<file path="src/clk_rst_pkg.sv">
// Constants, field layout and state types for the clock and reset glue.
// Assumes one clock (hclk, the clock generator main output) and AHB-Lite access.
package clk_rst_pkg;
    // ----------------------------------------------------------------
    // Timing
    // ----------------------------------------------------------------
    localparam int unsigned CLK_HZ                 = 20_000_000;
    localparam int unsigned CLK_PERIOD_NS          = 50;
    localparam int unsigned BUS_DIV                = 2;   // Main output to bus clock ratio
    localparam int unsigned RESET_DRIVE_BUS_CYCLES = 66;
    localparam logic [7:0]  RESET_DRIVE_LAST       = 8'(RESET_DRIVE_BUS_CYCLES * BUS_DIV - 1);
    localparam logic [3:0]  FF_MIN_GAP_M1          = 4'(2 * BUS_DIV - 1);  // Half bus rate
    localparam logic [3:0]  EXT_MIN_GAP_M1         = 4'(4 * BUS_DIV - 1);  // Quarter bus rate
    localparam logic [3:0]  GAP_RESET              = 4'hf;
    localparam int unsigned BDC_BIT_TICKS          = 16;
    localparam logic [3:0]  BDC_BIT_LAST           = 4'(BDC_BIT_TICKS - 1);
    localparam logic [3:0]  BDC_LOW_ONE_M1         = 4'h3;
    localparam logic [3:0]  BDC_LOW_ZERO_M1        = 4'hc;

    // ----------------------------------------------------------------
    // Register map
    // ----------------------------------------------------------------
    localparam logic [7:0]  CTRL_OFS    = 8'h00;
    localparam logic [7:0]  CAUSE_OFS   = 8'h04;
    localparam logic [7:0]  STATUS_OFS  = 8'h08;
    localparam logic [7:0]  BDC_TX_OFS  = 8'h0c;
    // CTRL fields
    localparam int unsigned CTRL_MAIN_LSB  = 0;
    localparam int unsigned CTRL_BDC_BIT   = 2;
    localparam int unsigned CTRL_TIMER_LSB = 3;
    localparam int unsigned CTRL_RTC_LSB   = 5;
    localparam int unsigned CTRL_ADC_BIT   = 7;
    localparam int unsigned CTRL_COP_BIT   = 8;
    localparam logic [8:0]  CTRL_RESET     = 9'h000;
    // CAUSE fields
    localparam int unsigned CAUSE_POR    = 0;
    localparam int unsigned CAUSE_PIN    = 1;
    localparam int unsigned CAUSE_WDOG   = 2;
    localparam int unsigned CAUSE_ILLOP  = 3;
    localparam int unsigned CAUSE_ILLADR = 4;
    localparam int unsigned CAUSE_LVD    = 5;
    localparam logic [5:0]  CAUSE_RESET  = 6'h01;
    // STATUS fields
    localparam int unsigned ST_FF_ERR  = 0;
    localparam int unsigned ST_EXT_ERR = 1;
    localparam int unsigned ST_BDM     = 2;
    localparam int unsigned ST_BUSY    = 3;
    localparam int unsigned ST_FIXED_FREQ_CLOCK   = 4;

    // ----------------------------------------------------------------
    // Synchroniser lanes
    // ----------------------------------------------------------------
    localparam int unsigned SYNC_N    = 5;
    localparam int unsigned SY_FF     = 0;
    localparam int unsigned SY_EXT    = 1;
    localparam int unsigned SY_DCO    = 2;
    localparam int unsigned SY_RSTPIN = 3;
    localparam int unsigned SY_BKGD   = 4;
    localparam logic [4:0]  SYNC_INIT = 5'h18;  // Pins idle high

    typedef enum logic [1:0] {SRC_INTERNAL, SRC_EXTERNAL, SRC_LOOP} main_src_type;
    typedef enum logic [1:0] {RST_DRIVE, RST_WAIT_PIN, RST_RUN} rst_state_type;
    typedef enum logic [1:0] {BDC_IDLE, BDC_LOW, BDC_SPEED, BDC_REST} bdc_state_type;
endpackage

</file>
<file path="src/sync_if.sv">
// Carries synchronised levels and their rising-edge pulses.
// Assumes producer and consumer share hclk.
interface sync_if #(parameter int N = 5) ();
    logic [N-1:0] level;
    logic [N-1:0] rise;
    modport src (output level, output rise);
    modport dst (input level, input rise);
endinterface

</file>
<file path="src/clock_sync_edge.sv">
// Two-stage synchroniser with rising-edge detect for asynchronous inputs.
// Assumes inputs may change at any time relative to hclk.
module clock_sync_edge
    import clk_rst_pkg::*;
(
    input  logic              hclk,
    input  logic              hresetn,
    input  logic [SYNC_N-1:0] async_in,
    sync_if.src               so
);
    logic [SYNC_N-1:0] meta_q;
    logic [SYNC_N-1:0] sync_q;
    logic [SYNC_N-1:0] prev_q;
    logic [SYNC_N-1:0] prev_d;

    // ----------------------------------------------------------------
    // Stages
    // ----------------------------------------------------------------
    // Edge detect looks only at the second stage, never at meta_q
    always_comb begin
        prev_d   = sync_q;
        so.level = sync_q;
        so.rise  = sync_q & ~prev_q;
    end

    // Register stages
    always_ff @(posedge hclk or negedge hresetn) begin
        if (!hresetn) begin
            meta_q <= SYNC_INIT;
            sync_q <= SYNC_INIT;
            prev_q <= SYNC_INIT;
        end else begin
            meta_q <= async_in;
            sync_q <= meta_q;
            prev_q <= prev_d;
        end
    end
endmodule // clock_sync_edge

</file>
<file path="src/sys_clock_reset.sv">
// Clock distribution, reset pin pulse, reset cause and mode select glue.
// Assumes hclk is the clock generator main output; AHB-Lite slave on hclk.
//
// Decided for this implementation: the placing of the registers and register access over AHB-Lite.
module sys_clock_reset
    import clk_rst_pkg::*;
(
    input  logic        hclk,
    input  logic        hresetn,
    input  logic        hsel,
    input  logic [31:0] haddr,
    input  logic [1:0]  htrans,
    input  logic        hwrite,
    input  logic [2:0]  hsize,
    input  logic [31:0] hwdata,
    input  logic        hready,
    output logic [31:0] hrdata,
    output logic        hreadyout,
    output logic        hresp,
    input  logic        fixed_freq_source_clock,
    input  logic        timer_external_clock,
    input  logic        dco_local_clock,
    input  logic        watchdog_reset_req,
    input  logic        illegal_op_req,
    input  logic        illegal_addr_req,
    input  logic        low_voltage_req,
    input  logic        reset_pin_in,
    output logic        reset_pin_out,
    output logic        reset_pin_oe,
    input  logic        debug_modeselect_pin_in,
    output logic        debug_modeselect_pin_out,
    output logic        debug_modeselect_pin_oe,
    output logic        peripheral_bus_clock,
    output logic [1:0]  main_src_sel,
    output logic [1:0]  timer_src_sel,
    output logic [1:0]  rtc_src_sel,
    output logic        adc_src_ext_ref,
    output logic        watchdog_src_lpo,
    output logic        bdc_clk_sel_dco,
    output logic        fixed_freq_clock,
    output logic        timer_tick,
    output logic        system_reset_n,
    output logic        background_mode
);
    sync_if #(.N(SYNC_N)) sy ();

    // Asynchronous pins and clocks enter through the synchroniser
    clock_sync_edge u_sync (
        .hclk     (hclk),
        .hresetn  (hresetn),
        .async_in ({debug_modeselect_pin_in, reset_pin_in, dco_local_clock,
                    timer_external_clock, fixed_freq_source_clock}),
        .so       (sy.src)
    );

    function automatic logic [3:0] sat_inc(input logic [3:0] v);
        sat_inc = (v == 4'hf) ? v : v + 4'h1;
    endfunction

    // ----------------------------------------------------------------
    // Bus slave
    // ----------------------------------------------------------------
    logic        bus_clk_q, bus_clk_d;
    logic        dp_wr_q, dp_wr_d;
    logic [7:0]  dp_addr_q, dp_addr_d;
    logic        ready_q, ready_d;
    logic [31:0] rdata_q, rdata_d;
    logic        take, commit;
    logic [8:0]  ctrl_q, ctrl_d;
    logic [5:0]  cause_q, cause_d;
    logic        ff_err_q, ff_err_d, ext_err_q, ext_err_d;
    logic        mode_bdm_q, mode_bdm_d;
    bdc_state_type bdc_q, bdc_d;

    function automatic logic [31:0] read_mux(input logic [7:0] a, input logic [8:0] c, input logic [5:0] r,
                                             input logic [4:0] s);
        unique case (a)
            CTRL_OFS:   read_mux = {23'h0, c};
            CAUSE_OFS:  read_mux = {26'h0, r};
            STATUS_OFS: read_mux = {27'h0, s};
            default:    read_mux = 32'h0;
        endcase
    endfunction

    // Writes stall one cycle when needed so they land on the bus-clock phase
    always_comb begin
        take      = hsel && hready && htrans[1];
        bus_clk_d = ~bus_clk_q;
        commit    = dp_wr_q && !bus_clk_q;
        dp_wr_d   = take ? hwrite : (dp_wr_q && bus_clk_q);
        dp_addr_d = take ? {haddr[7:2], 2'b00} : dp_addr_q;
        ready_d   = !(dp_wr_d && bus_clk_d);
        rdata_d   = (take && !hwrite) ?
                    read_mux({haddr[7:2], 2'b00}, ctrl_q, cause_q,
                             {fixed_freq_clock, bdc_q != BDC_IDLE, mode_bdm_q, ext_err_q, ff_err_q}) : 32'h0;
    end

    // Bus registers
    always_ff @(posedge hclk or negedge hresetn) begin
        if (!hresetn) begin
            bus_clk_q <= 1'b0;
            dp_wr_q   <= 1'b0;
            dp_addr_q <= 8'h00;
            ready_q   <= 1'b1;
            rdata_q   <= 32'h0;
        end else begin
            bus_clk_q <= bus_clk_d;
            dp_wr_q   <= dp_wr_d;
            dp_addr_q <= dp_addr_d;
            ready_q   <= ready_d;
            rdata_q   <= rdata_d;
        end
    end

    // ----------------------------------------------------------------
    // Clock selection and derived clocks
    // ----------------------------------------------------------------
    rst_state_type rst_q, rst_d;
    logic       fixed_freq_clock_q, fixed_freq_clock_d, tick_q, tick_d;
    logic [3:0] ff_gap_q, ff_gap_d, ext_gap_q, ext_gap_d;
    logic       ff_viol, ext_viol, wr_status;

    // Selects fall back to reset values during any reset, so the
    // device always restarts from the internal reference
    always_comb begin
        ctrl_d = ctrl_q;
        // Clear in the same cycle that the run ends, so the source is internal all through reset
        if (rst_q != RST_RUN || rst_d != RST_RUN) begin
            ctrl_d = CTRL_RESET;
        end else if (commit && dp_addr_q == CTRL_OFS) begin
            ctrl_d = hwdata[8:0];
            if (hwdata[CTRL_MAIN_LSB+:2] == 2'b11) begin
                ctrl_d[CTRL_MAIN_LSB+:2] = ctrl_q[CTRL_MAIN_LSB+:2];
            end
        end
        fixed_freq_clock_d   = fixed_freq_clock_q ^ sy.rise[SY_FF];
        ff_gap_d  = sy.rise[SY_FF] ? 4'h0 : sat_inc(ff_gap_q);
        ext_gap_d = sy.rise[SY_EXT] ? 4'h0 : sat_inc(ext_gap_q);
        ff_viol   = sy.rise[SY_FF] && (ff_gap_q < FF_MIN_GAP_M1);
        ext_viol  = sy.rise[SY_EXT] && (ext_gap_q < EXT_MIN_GAP_M1);
        wr_status = commit && dp_addr_q == STATUS_OFS;
        // New violation wins over a simultaneous clear
        ff_err_d  = ff_viol | (ff_err_q & ~(wr_status & hwdata[ST_FF_ERR]));
        ext_err_d = ext_viol | (ext_err_q & ~(wr_status & hwdata[ST_EXT_ERR]));
        unique case (ctrl_q[CTRL_TIMER_LSB+:2])
            2'b01:   tick_d = sy.rise[SY_FF] && !fixed_freq_clock_q;
            2'b10:   tick_d = sy.rise[SY_EXT];
            default: tick_d = !bus_clk_q;
        endcase
    end

    // Clock selection registers
    always_ff @(posedge hclk or negedge hresetn) begin
        if (!hresetn) begin
            ctrl_q    <= CTRL_RESET;
            fixed_freq_clock_q   <= 1'b0;
            tick_q    <= 1'b0;
            ff_gap_q  <= GAP_RESET;
            ext_gap_q <= GAP_RESET;
            ff_err_q  <= 1'b0;
            ext_err_q <= 1'b0;
        end else begin
            ctrl_q    <= ctrl_d;
            fixed_freq_clock_q   <= fixed_freq_clock_d;
            tick_q    <= tick_d;
            ff_gap_q  <= ff_gap_d;
            ext_gap_q <= ext_gap_d;
            ff_err_q  <= ff_err_d;
            ext_err_q <= ext_err_d;
        end
    end

    // ----------------------------------------------------------------
    // Reset sequencing
    // ----------------------------------------------------------------
    logic [7:0] drive_cnt_q, drive_cnt_d;
    logic       rst_oe_q, rst_oe_d, run_q, run_d;

    // Pin is sensed while running and while waiting for release, not during the pulse that we drive ourselves
    always_comb begin
        rst_d       = rst_q;
        drive_cnt_d = drive_cnt_q;
        cause_d     = cause_q;
        mode_bdm_d  = mode_bdm_q;
        unique case (rst_q)
            RST_RUN: begin
                if (low_voltage_req || watchdog_reset_req || illegal_op_req || illegal_addr_req
                    || !sy.level[SY_RSTPIN]) begin
                    rst_d       = RST_DRIVE;
                    drive_cnt_d = 8'h00;
                    cause_d     = 6'h00;
                    if (low_voltage_req)         cause_d[CAUSE_LVD]    = 1'b1;
                    else if (watchdog_reset_req) cause_d[CAUSE_WDOG]   = 1'b1;
                    else if (illegal_op_req)     cause_d[CAUSE_ILLOP]  = 1'b1;
                    else if (illegal_addr_req)   cause_d[CAUSE_ILLADR] = 1'b1;
                    else                         cause_d[CAUSE_PIN]    = 1'b1;
                end
            end
            RST_DRIVE: begin
                drive_cnt_d = drive_cnt_q + 8'h01;
                if (drive_cnt_q == RESET_DRIVE_LAST) begin
                    rst_d = RST_WAIT_PIN;
                end
            end
            RST_WAIT_PIN: begin
                if (sy.level[SY_RSTPIN]) begin
                    rst_d      = RST_RUN;
                    mode_bdm_d = !sy.level[SY_BKGD];
                end
            end
        endcase
        rst_oe_d = (rst_d == RST_DRIVE);
        run_d    = (rst_d == RST_RUN);
    end

    // Reset registers
    always_ff @(posedge hclk or negedge hresetn) begin
        if (!hresetn) begin
            rst_q       <= RST_DRIVE;
            drive_cnt_q <= 8'h00;
            cause_q     <= CAUSE_RESET;
            mode_bdm_q  <= 1'b0;
            rst_oe_q    <= 1'b1;
            run_q       <= 1'b0;
        end else begin
            rst_q       <= rst_d;
            drive_cnt_q <= drive_cnt_d;
            cause_q     <= cause_d;
            mode_bdm_q  <= mode_bdm_d;
            rst_oe_q    <= rst_oe_d;
            run_q       <= run_d;
        end
    end

    // ----------------------------------------------------------------
    // Debug pin bit transmitter
    // ----------------------------------------------------------------
    logic [3:0] bit_cnt_q, bit_cnt_d;
    logic       bit_val_q, bit_val_d, bdc_tick;
    logic       bkgd_oe_q, bkgd_oe_d, bkgd_out_q, bkgd_out_d;

    // One bit per write; the pin is left alone until reset has finished
    always_comb begin
        bdc_tick  = ctrl_q[CTRL_BDC_BIT] ? sy.rise[SY_DCO] : !bus_clk_q;
        bdc_d     = bdc_q;
        bit_cnt_d = bit_cnt_q;
        bit_val_d = bit_val_q;
        if (rst_q != RST_RUN) begin
            bdc_d = BDC_IDLE;
        end else begin
            unique case (bdc_q)
                BDC_IDLE: if (commit && dp_addr_q == BDC_TX_OFS) begin
                    bdc_d     = BDC_LOW;
                    bit_cnt_d = 4'h0;
                    bit_val_d = hwdata[0];
                end
                BDC_LOW: if (bdc_tick) begin
                    bit_cnt_d = bit_cnt_q + 4'h1;
                    if (bit_cnt_q == (bit_val_q ? BDC_LOW_ONE_M1 : BDC_LOW_ZERO_M1)) begin
                        bdc_d = BDC_SPEED;
                    end
                end
                BDC_SPEED: if (bdc_tick) begin
                    bit_cnt_d = bit_cnt_q + 4'h1;
                    bdc_d     = BDC_REST;
                end
                BDC_REST: if (bdc_tick) begin
                    bit_cnt_d = bit_cnt_q + 4'h1;
                    if (bit_cnt_q == BDC_BIT_LAST) begin
                        bdc_d = BDC_IDLE;
                    end
                end
            endcase
        end
        bkgd_oe_d  = (bdc_d == BDC_LOW) || (bdc_d == BDC_SPEED);
        bkgd_out_d = (bdc_d == BDC_SPEED);
    end

    // Debug pin registers
    always_ff @(posedge hclk or negedge hresetn) begin
        if (!hresetn) begin
            bdc_q      <= BDC_IDLE;
            bit_cnt_q  <= 4'h0;
            bit_val_q  <= 1'b0;
            bkgd_oe_q  <= 1'b0;
            bkgd_out_q <= 1'b0;
        end else begin
            bdc_q      <= bdc_d;
            bit_cnt_q  <= bit_cnt_d;
            bit_val_q  <= bit_val_d;
            bkgd_oe_q  <= bkgd_oe_d;
            bkgd_out_q <= bkgd_out_d;
        end
    end

    // ----------------------------------------------------------------
    // Outputs
    // ----------------------------------------------------------------
    // Clock muxes live next to the oscillators; only glitch-free selects leave here
    assign hrdata                   = rdata_q;
    assign hreadyout                = ready_q;
    assign hresp                    = 1'b0;       // Always OKAY
    assign reset_pin_out            = 1'b0;       // Open-drain: only ever pulls low
    assign reset_pin_oe             = rst_oe_q;
    assign debug_modeselect_pin_out = bkgd_out_q;
    assign debug_modeselect_pin_oe  = bkgd_oe_q;
    assign peripheral_bus_clock     = bus_clk_q;
    assign main_src_sel             = ctrl_q[CTRL_MAIN_LSB+:2];
    assign timer_src_sel            = ctrl_q[CTRL_TIMER_LSB+:2];
    assign rtc_src_sel              = ctrl_q[CTRL_RTC_LSB+:2];
    assign adc_src_ext_ref          = ctrl_q[CTRL_ADC_BIT];
    assign watchdog_src_lpo         = ctrl_q[CTRL_COP_BIT];
    assign bdc_clk_sel_dco          = ctrl_q[CTRL_BDC_BIT];
    assign fixed_freq_clock         = fixed_freq_clock_q;
    assign timer_tick               = tick_q;
    assign system_reset_n           = run_q;
    assign background_mode          = mode_bdm_q;

    // ----------------------------------------------------------------
    // Checks
    // ----------------------------------------------------------------
    AST_BUS_DIV: assert property (@(posedge hclk) disable iff (!hresetn)
        bus_clk_q |=> !bus_clk_q ##1 bus_clk_q) else $error("bus clock not halved");
    AST_REG_PHASE: assert property (@(posedge hclk) disable iff (!hresetn)
        (run_q && $changed(ctrl_q)) |-> !$past(bus_clk_q)) else $error("register off phase");
    AST_MAIN_LEGAL: assert property (@(posedge hclk) disable iff (!hresetn)
        main_src_sel != 2'b11) else $error("illegal main source");
    AST_FF_HALF: assert property (@(posedge hclk) disable iff (!hresetn)
        sy.rise[SY_FF] |=> fixed_freq_clock_q != $past(fixed_freq_clock_q)) else $error("fixed clock missed edge");
    AST_FF_RATE: assert property (@(posedge hclk) disable iff (!hresetn)
        (sy.rise[SY_FF] && ff_gap_q < FF_MIN_GAP_M1) |=> ff_err_q) else $error("rate error lost");
    AST_INIT_SRC: assert property (@(posedge hclk) disable iff (!hresetn)
        !run_q |-> main_src_sel == 2'b00) else $error("not internal source in reset");
    AST_PULSE_LEN: assert property (@(posedge hclk) disable iff (!hresetn)
        $fell(reset_pin_oe) |-> $past(drive_cnt_q) == RESET_DRIVE_LAST) else $error("reset pulse length");
    AST_CAUSE_ONE: assert property (@(posedge hclk) disable iff (!hresetn)
        $rose(reset_pin_oe) |-> $onehot(cause_q)) else $error("cause not one-hot");
    AST_PIN_QUIET: assert property (@(posedge hclk) disable iff (!hresetn)
        !run_q |=> !debug_modeselect_pin_oe) else $error("debug pin driven in reset");
    AST_MODE_LATCH: assert property (@(posedge hclk) disable iff (!hresetn)
        $rose(run_q) |-> background_mode == !$past(sy.level[SY_BKGD])) else $error("mode wrong");
    AST_SPEEDUP: assert property (@(posedge hclk) disable iff (!hresetn)
        (bdc_q == BDC_SPEED) |-> (debug_modeselect_pin_oe && debug_modeselect_pin_out))
        else $error("no speedup pulse");
    AST_BIT_END: assert property (@(posedge hclk) disable iff (!hresetn)
        (bdc_q == BDC_REST && bdc_d == BDC_IDLE && run_q) |-> bit_cnt_q == BDC_BIT_LAST)
        else $error("bit time not 16");
endmodule // sys_clock_reset

</file>
<file path="config.mk">
export PLATFORM = sky130hd
export DESIGN_NAME = sys_clock_reset
export DESIGN_NICKNAME = d
export VERILOG_FILES = /design/src/clk_rst_pkg.sv /design/src/sync_if.sv /design/src/clock_sync_edge.sv /design/src/sys_clock_reset.sv
export SDC_FILE = /design/constraint.sdc
export NUM_CORES = 1
export LEC_CHECK = 0
export BUFFER_PORTS_ARGS = -buffer_cell sky130_fd_sc_hd__buf_4
export CORE_ASPECT_RATIO = 1.1
export CORE_MARGIN = 10
export CORE_UTILIZATION = 53
export CTS_BUF_LIST = sky130_fd_sc_hd__clkbuf_16
export DETAILED_ROUTE_END_ITERATION = 8
export PLACE_DENSITY_LB_ADDON = 0.3
export SLEW_MARGIN = 10
export SYNTH_ARGS = -nofsm -noshare
export SYNTH_HDL_FRONTEND = slang
export SYNTH_SLANG_ARGS = --single-unit
</file>
<file path="constraint.sdc">
create_clock -name hclk -period 3.1 [get_ports hclk]
set_input_delay 0.31 -clock hclk [delete_from_list [all_inputs] [get_ports hclk]]
set_output_delay 0.31 -clock hclk [all_outputs]
set_load 0.01 [all_outputs]
</file>
## After elaboration in Yosys (flattened, before gate mapping)

Index checks and enable logic that the tools add are counted.

| word-level totals | value |
|---|---|
| bits in registers | 103 |
| bits in latches | 0 |
| RAM bits | 0 |
| ROM bits | 0 |
| output and inout port bits | 52 |
| logic and storage cells | 153 |
| memories kept | 0 |

| cells by class | value |
|---|---|
| add/sub/neg operators | 4 |
| multipliers | 0 |
| div/mod/pow operators | 0 |
| magnitude comparators | 2 |
| eq/ne operators | 28 |
| shifts and indexed selects | 0 |
| mux-type cells | 40 |
| bitwise gates (word level) | 13 |
| reductions and logical operators | 39 |

Operator list:

| kind | number |
|---|---|
| $mux W32 | 1 |
| $mux W4 | 8 |
| $pmux W9 S3 | 1 |
| $mux W2 | 12 |
| $eq A6 B2 Y1 const B | 3 |
| $mux W9 | 2 |
| $pmux W8 S2 | 1 |
| $eq A2 B2 Y1 const B | 7 |
| $ne A2 B2 Y1 const B | 7 |
| $add A4 B1 Y4 const B | 3 |
| $eq A4 B4 Y1 const B | 3 |
| $logic_and A1 B1 Y1 | 12 |
| $mux W1 | 10 |
| $add A8 B1 Y8 const B | 1 |
| $eq A2 B1 Y1 const B | 4 |
| $eq A8 B8 Y1 const B | 1 |
| $logic_not A8 Y1 | 1 |
| $mux W8 | 1 |
| $pmux W2 S4 | 1 |
| $pmux W4 S2 | 1 |
| $reduce_and A2 Y1 | 4 |
| $eq A6 B1 Y1 const B | 1 |
| $logic_not A1 Y1 | 6 |
| $logic_not A2 Y1 | 3 |
| 17 further kinds | 32 |

## Logic depth before layout (Yosys ltp)

| depth | value |
|---|---|
| depth in word-level cells | 10 |
| depth in mapped cells | 7 |
| depth with buffers taken out | 7 |

## Cells and area by module

A second synthesis with hierarchy kept.

| unflattened totals | value |
|---|---|
| cell total of the unflattened synthesis | 324 |
| area, all modules | 3728.6 um^2 |

By module, submodules not included:

| module | times used | cells each | area an instance (um^2) | sequential area each (um^2) |
|---|---|---|---|---|
| sys_clock_reset | 1 | 304 | 3276.9 | 1690.4 |
| clock_sync_edge | 1 | 20 | 451.7 | 382.9 |

## Worst setup path before layout

Ideal clock, no wire load.

| path | value |
|---|---|
| path type | reg2reg |
| from | register bus_clk_q, in the netlist peripheral_bus_clock |
| to | register bkgd_oe_q, in the netlist debug_modeselect_pin_oe |
| data arrival time | 1.576 ns |
| data required time | 2.987 ns |
| setup slack | 1.412 ns |
| stages on the path, launching flop included | 7 |
| path buffers | 0 |
| clock period less this slack | 1.688 ns |
| cells stage by stage | dfrtp_1 -> nor4b_2 -> and3_1 -> a31o_2 -> nand3_1 -> ha_1 -> inv_1 |

| on the way | value |
|---|---|
| cells in the longest elaborated chain, start to end | 8 |

RTL lines:

| item | line | text |
|---|---|---|
| start, declared | sys_clock_reset.sv:63 | `logic bus_clk_q, bus_clk_d;` |
| start signal, assigned | sys_clock_reset.sv:107 | `bus_clk_q <= bus_clk_d;` |
| $logic_not A1 Y1 (*) | sys_clock_reset.sv:89, sys_clock_reset.sv:244 |  |
| $logic_and A1 B1 Y1 | sys_clock_reset.sv:89 | `commit = dp_wr_q && !bus_clk_q;` |
| $logic_and A1 B1 Y1 | sys_clock_reset.sv:252 | `BDC_IDLE: if (commit && dp_addr_q == BDC_TX_OFS) begin` |
| $mux W2 | sys_clock_reset.sv:252 |  |
| $pmux W2 S4 (*) | sys_clock_reset.sv:251 | `unique case (bdc_q)` |
| $mux W2 (*) | sys_clock_reset.sv:248 | `if (rst_q != RST_RUN) begin` |
| $eq A2 B1 Y1 / $eq A2 B2 Y1 (equally long branches) | sys_clock_reset.sv:275 | `bkgd_oe_d = (bdc_d == BDC_LOW) \|\| (bdc_d == BDC_SPEED);` |
| $logic_or A1 B1 Y1 (*) | sys_clock_reset.sv:275 |  |
| via bkgd_oe_d | sys_clock_reset.sv:240 | `logic bkgd_oe_q, bkgd_oe_d, bkgd_out_q, bkgd_out_d;` |
| end signal, assigned | sys_clock_reset.sv:291 | `bkgd_oe_q <= bkgd_oe_d;` |
| end, declared | sys_clock_reset.sv:240 |  |

Mark *: on every way through the listed nets, which the timed path passes. The rest lies on a longest branch.
A chain may end at the register's enable or synchronous reset.

## Worst setup path in the final report

Ends and elaborated chain as after synthesis.

==> flow_summary.toml <==
[status]
outcome = "completed"

[logic_synthesis]
async_reset_ff_share_pct = 100
ys_seq_elements = 80
synth_edf_count = 0
yosysWarnings = 0
netlist_instances = 344
syn_area_um2 = 3660
syn_area_per_cell_um2 = 10.7
ys.flop_type = "dfrtp_1"
synth.distinct_cells = 55
ys_seq_area_share_pct = 55.1

[timing]
finalHoldViolCount = 0
maxSlewViolCount = 0
finalCritPeriodShare_pct = 63.2
final.setup.worst_slack_ns = 1.14
min_period_ns = 1.96
setup_violations = 0
worstMarginPinSlew_ns = 0.974
rsz0062_at_grt = "false"
fin_skew_ns = 0.00535
slew-limit-headroom_pct = 35.1
fin_setup_tns_ns = 0
fmax_ghz = 0.511

[place]
place.gp.congestion = 0.784
place_ws_ns = 1.16
port_buffers = 56
hpwlAfterDp_mm = 5.58

[setup_path]
timing_worst_setup_path_type = "flop to flop"
ff2ff_path_depth = 6
start_kind = "flop"
cp-end-kind = "flop"
worstPathMaxFanout = 6
r2r_end = "debug_modeselect_pin_oe$_DFF_PN0_"
rrSetupSlack_ns = 1.14
cp.arrival_ns = 2.18
r2r_start = "peripheral_bus_clock$_DFF_PN0_"
critPathRequiredTime_ns = 3.33

[global_route]
grt_start_max_net_pins = 81
top_usage_layer = "met2"
overflow = 0
antenna_found_initial = 0
grt_usage_pct = 14.7
grt_pass1_wl_mm = 12.9
grt_util_met3_pct = 4.24
met1_usage_pct = 18.0
gr-usage-met2_pct = 24.3
grt_pass1_vias = 2629

[clock_tree]
ctsHtreeMaxLevel = 3
cts_buffers = 9
cts_max_path_buffers = 2
cts_root_buf = "clkbuf_16"
ctsResizeCount = 0
numClockSinks = 80
clk_latency_ns = 0.33
holdBufCountCts = 0
cts_tree = "yes"
post-cts-setup-buffers = 0
clk_pin_slew_ns = 0.06

[drt]
avgViaCountPerCell = 5.29
wl_mm = 7.73
drcViolationCount = 0
drtAntennaViolNets = 0
via_count = 2582
wl_per_cell_um = 15.8
drt_iter0_markers = 123
firstDrtPassIters = 4

[floorplan]
coreArea_um2 = 6670
ios = 135
die_area_um2 = 10600
die_h_um = 107
fp.dieW_um = 99.3
start_util_pct = 54.9
rows = 31

[final_layout]
area_delta_synth_final_pct = 18.3
final_layout_size_suffix_gt1_share_pct = 22.7
nets = 492
antenna_cells = 0
layout_common_cells = "dfrtp_1 (65), buf_4 (56), nor2_1 (32)"
fin_util_pct = 65.0
mostFrequentLayoutCell = "dfrtp_1"

[power]
seq_power_share_pct = 50.3
power_density_nw_per_um2 = 561
p_clk_share_pct = 40.8
power.switching_mw = 0.571
netSwitchingFraction_pct = 23.5
p_leak_nw = 2.03
p_comb_share_pct = 8.9
peakVddDrop_v = 0.000346
p_int_mw = 1.86

[min_path]
min_path_type = "input pin to flop"
min_from = "dco_local_clock"
min_to = "u_sync.meta_q[2]$_DFF_PN0_"
min_delay_path_depth = 1

[flow_run]
cap_violations = 0
## final cells by class
type,instances,area (um^2)
Inverter,13,48.8
Multi-Input combinational cell,241,1460
Clock buffer,9,225
Tap cell,82,103
Clock inverter,7,56.3
Fill cell,547,2340
Timing Repair Buffer,56,420
Sequential cell,80,2020
## cell families after synthesis
logic type	Yosys count	share of synthesized area (%)
AND/OR/NAND/NOR	125	18.0
buffers and inverters	47	7.44
other	1	0.102
adder cells (fa/ha/maj)	8	2.73
XOR/XNOR	3	0.717
multiplexers	16	4.64
flip-flops	80	55.1
AO/OA/AOI/OAI	64	11.3
## metal layers
| layer | part of all wire, % | vias to the layer above |
|---|---|---|
| met1 | 43 | 1244 |
| met4 | 0.89 | 0 |
| li1 | - | 1262 |
| met5 | 0 | - |
| met2 | 51 | 70 |
| met3 | 5.4 | 6 |
## registers in the layout, indices dropped and copies added, names as in the netlist, 5 cells and up
name	cells
cause_q	6
u_sync.meta_q	5
drive_cnt_q	8
dp_addr_q	6
hrdata	9
u_sync.so.level	5
ctrl_q	9
## critical path: stages (launching register included)
cell and delay [ns]:
dfrtp_1 0.49, nor4b_2 0.43, and3_1 0.29, a31o_2 0.23
nand3_1 0.09, ha_1 0.29, inv_1 0.03
## cells in the mapped netlist (5+ instances only)
| cell type | instances | area (um^2) |
|---|---|---|
| and2_1 | 6 | 37.5 |
| dfrtp_1 | 65 | 1630 |
| nor2_1 | 32 | 120 |
| mux2i_1 | 8 | 80.1 |
| mux2_1 | 8 | 90.1 |
| o21ai_1 | 8 | 40.0 |
| ha_1 | 8 | 100 |
| dfstp_2 | 15 | 394 |
| nor2b_1 | 7 | 43.8 |
| and3_1 | 5 | 31.3 |
| inv_1 | 13 | 48.8 |
| a21oi_1 | 24 | 120 |
| nand3_1 | 12 | 60.1 |
| clkbuf_1 | 7 | 26.3 |
| buf_4 | 25 | 188 |
| nor3_1 | 8 | 40.0 |
| nand2_1 | 28 | 105 |
## per-stage QoR
stage | total power, mW | instance area (um^2) | hold slack, ns | cells
after global routing | 2.54 | 4340 | 0.0766 | 488
after detailed placement | 1.46 | 4050 | 0.340 | 472
final | 2.43 | 4340 | 0.0865 | 488
after CTS | 2.46 | 4340 | 0.0752 | 488
after global placement | 1.44 | 4050 | 0.335 | 472
after floorplan | 1.38 | 3750 | 0.0144 | 368
## power by group through the flow
stage	sequential (mW)	combinational (mW)	clock, mW
2_1_floorplan	1.22	0.156	0
3_3_place_gp	1.23	0.209	0
3_5_place_dp	1.24	0.220	0
4_1_cts	1.22	0.221	1.02
5_1_grt	1.24	0.247	1.06
6_report	1.22	0.216	0.993
## worst max path at each step
stage	depth (start not counted)	slack, ns	endpoint	startpoint
6_report	6	1.14	debug_modeselect_pin_oe$_DFF_PN0_	peripheral_bus_clock$_DFF_PN0_
5_1_grt	6	0.96	debug_modeselect_pin_oe$_DFF_PN0_	peripheral_bus_clock$_DFF_PN0_
4_1_cts	6	1.12	debug_modeselect_pin_oe$_DFF_PN0_	peripheral_bus_clock$_DFF_PN0_
3_5_place_dp	6	1.16	debug_modeselect_pin_oe$_DFF_PN0_	peripheral_bus_clock$_DFF_PN0_
3_3_place_gp	6	1.19	debug_modeselect_pin_oe$_DFF_PN0_	peripheral_bus_clock$_DFF_PN0_
2_1_floorplan	6	1.41	debug_modeselect_pin_oe$_DFF_PN0_	peripheral_bus_clock$_DFF_PN0_
No activity file was read; power rests on OpenSTA's default activity.
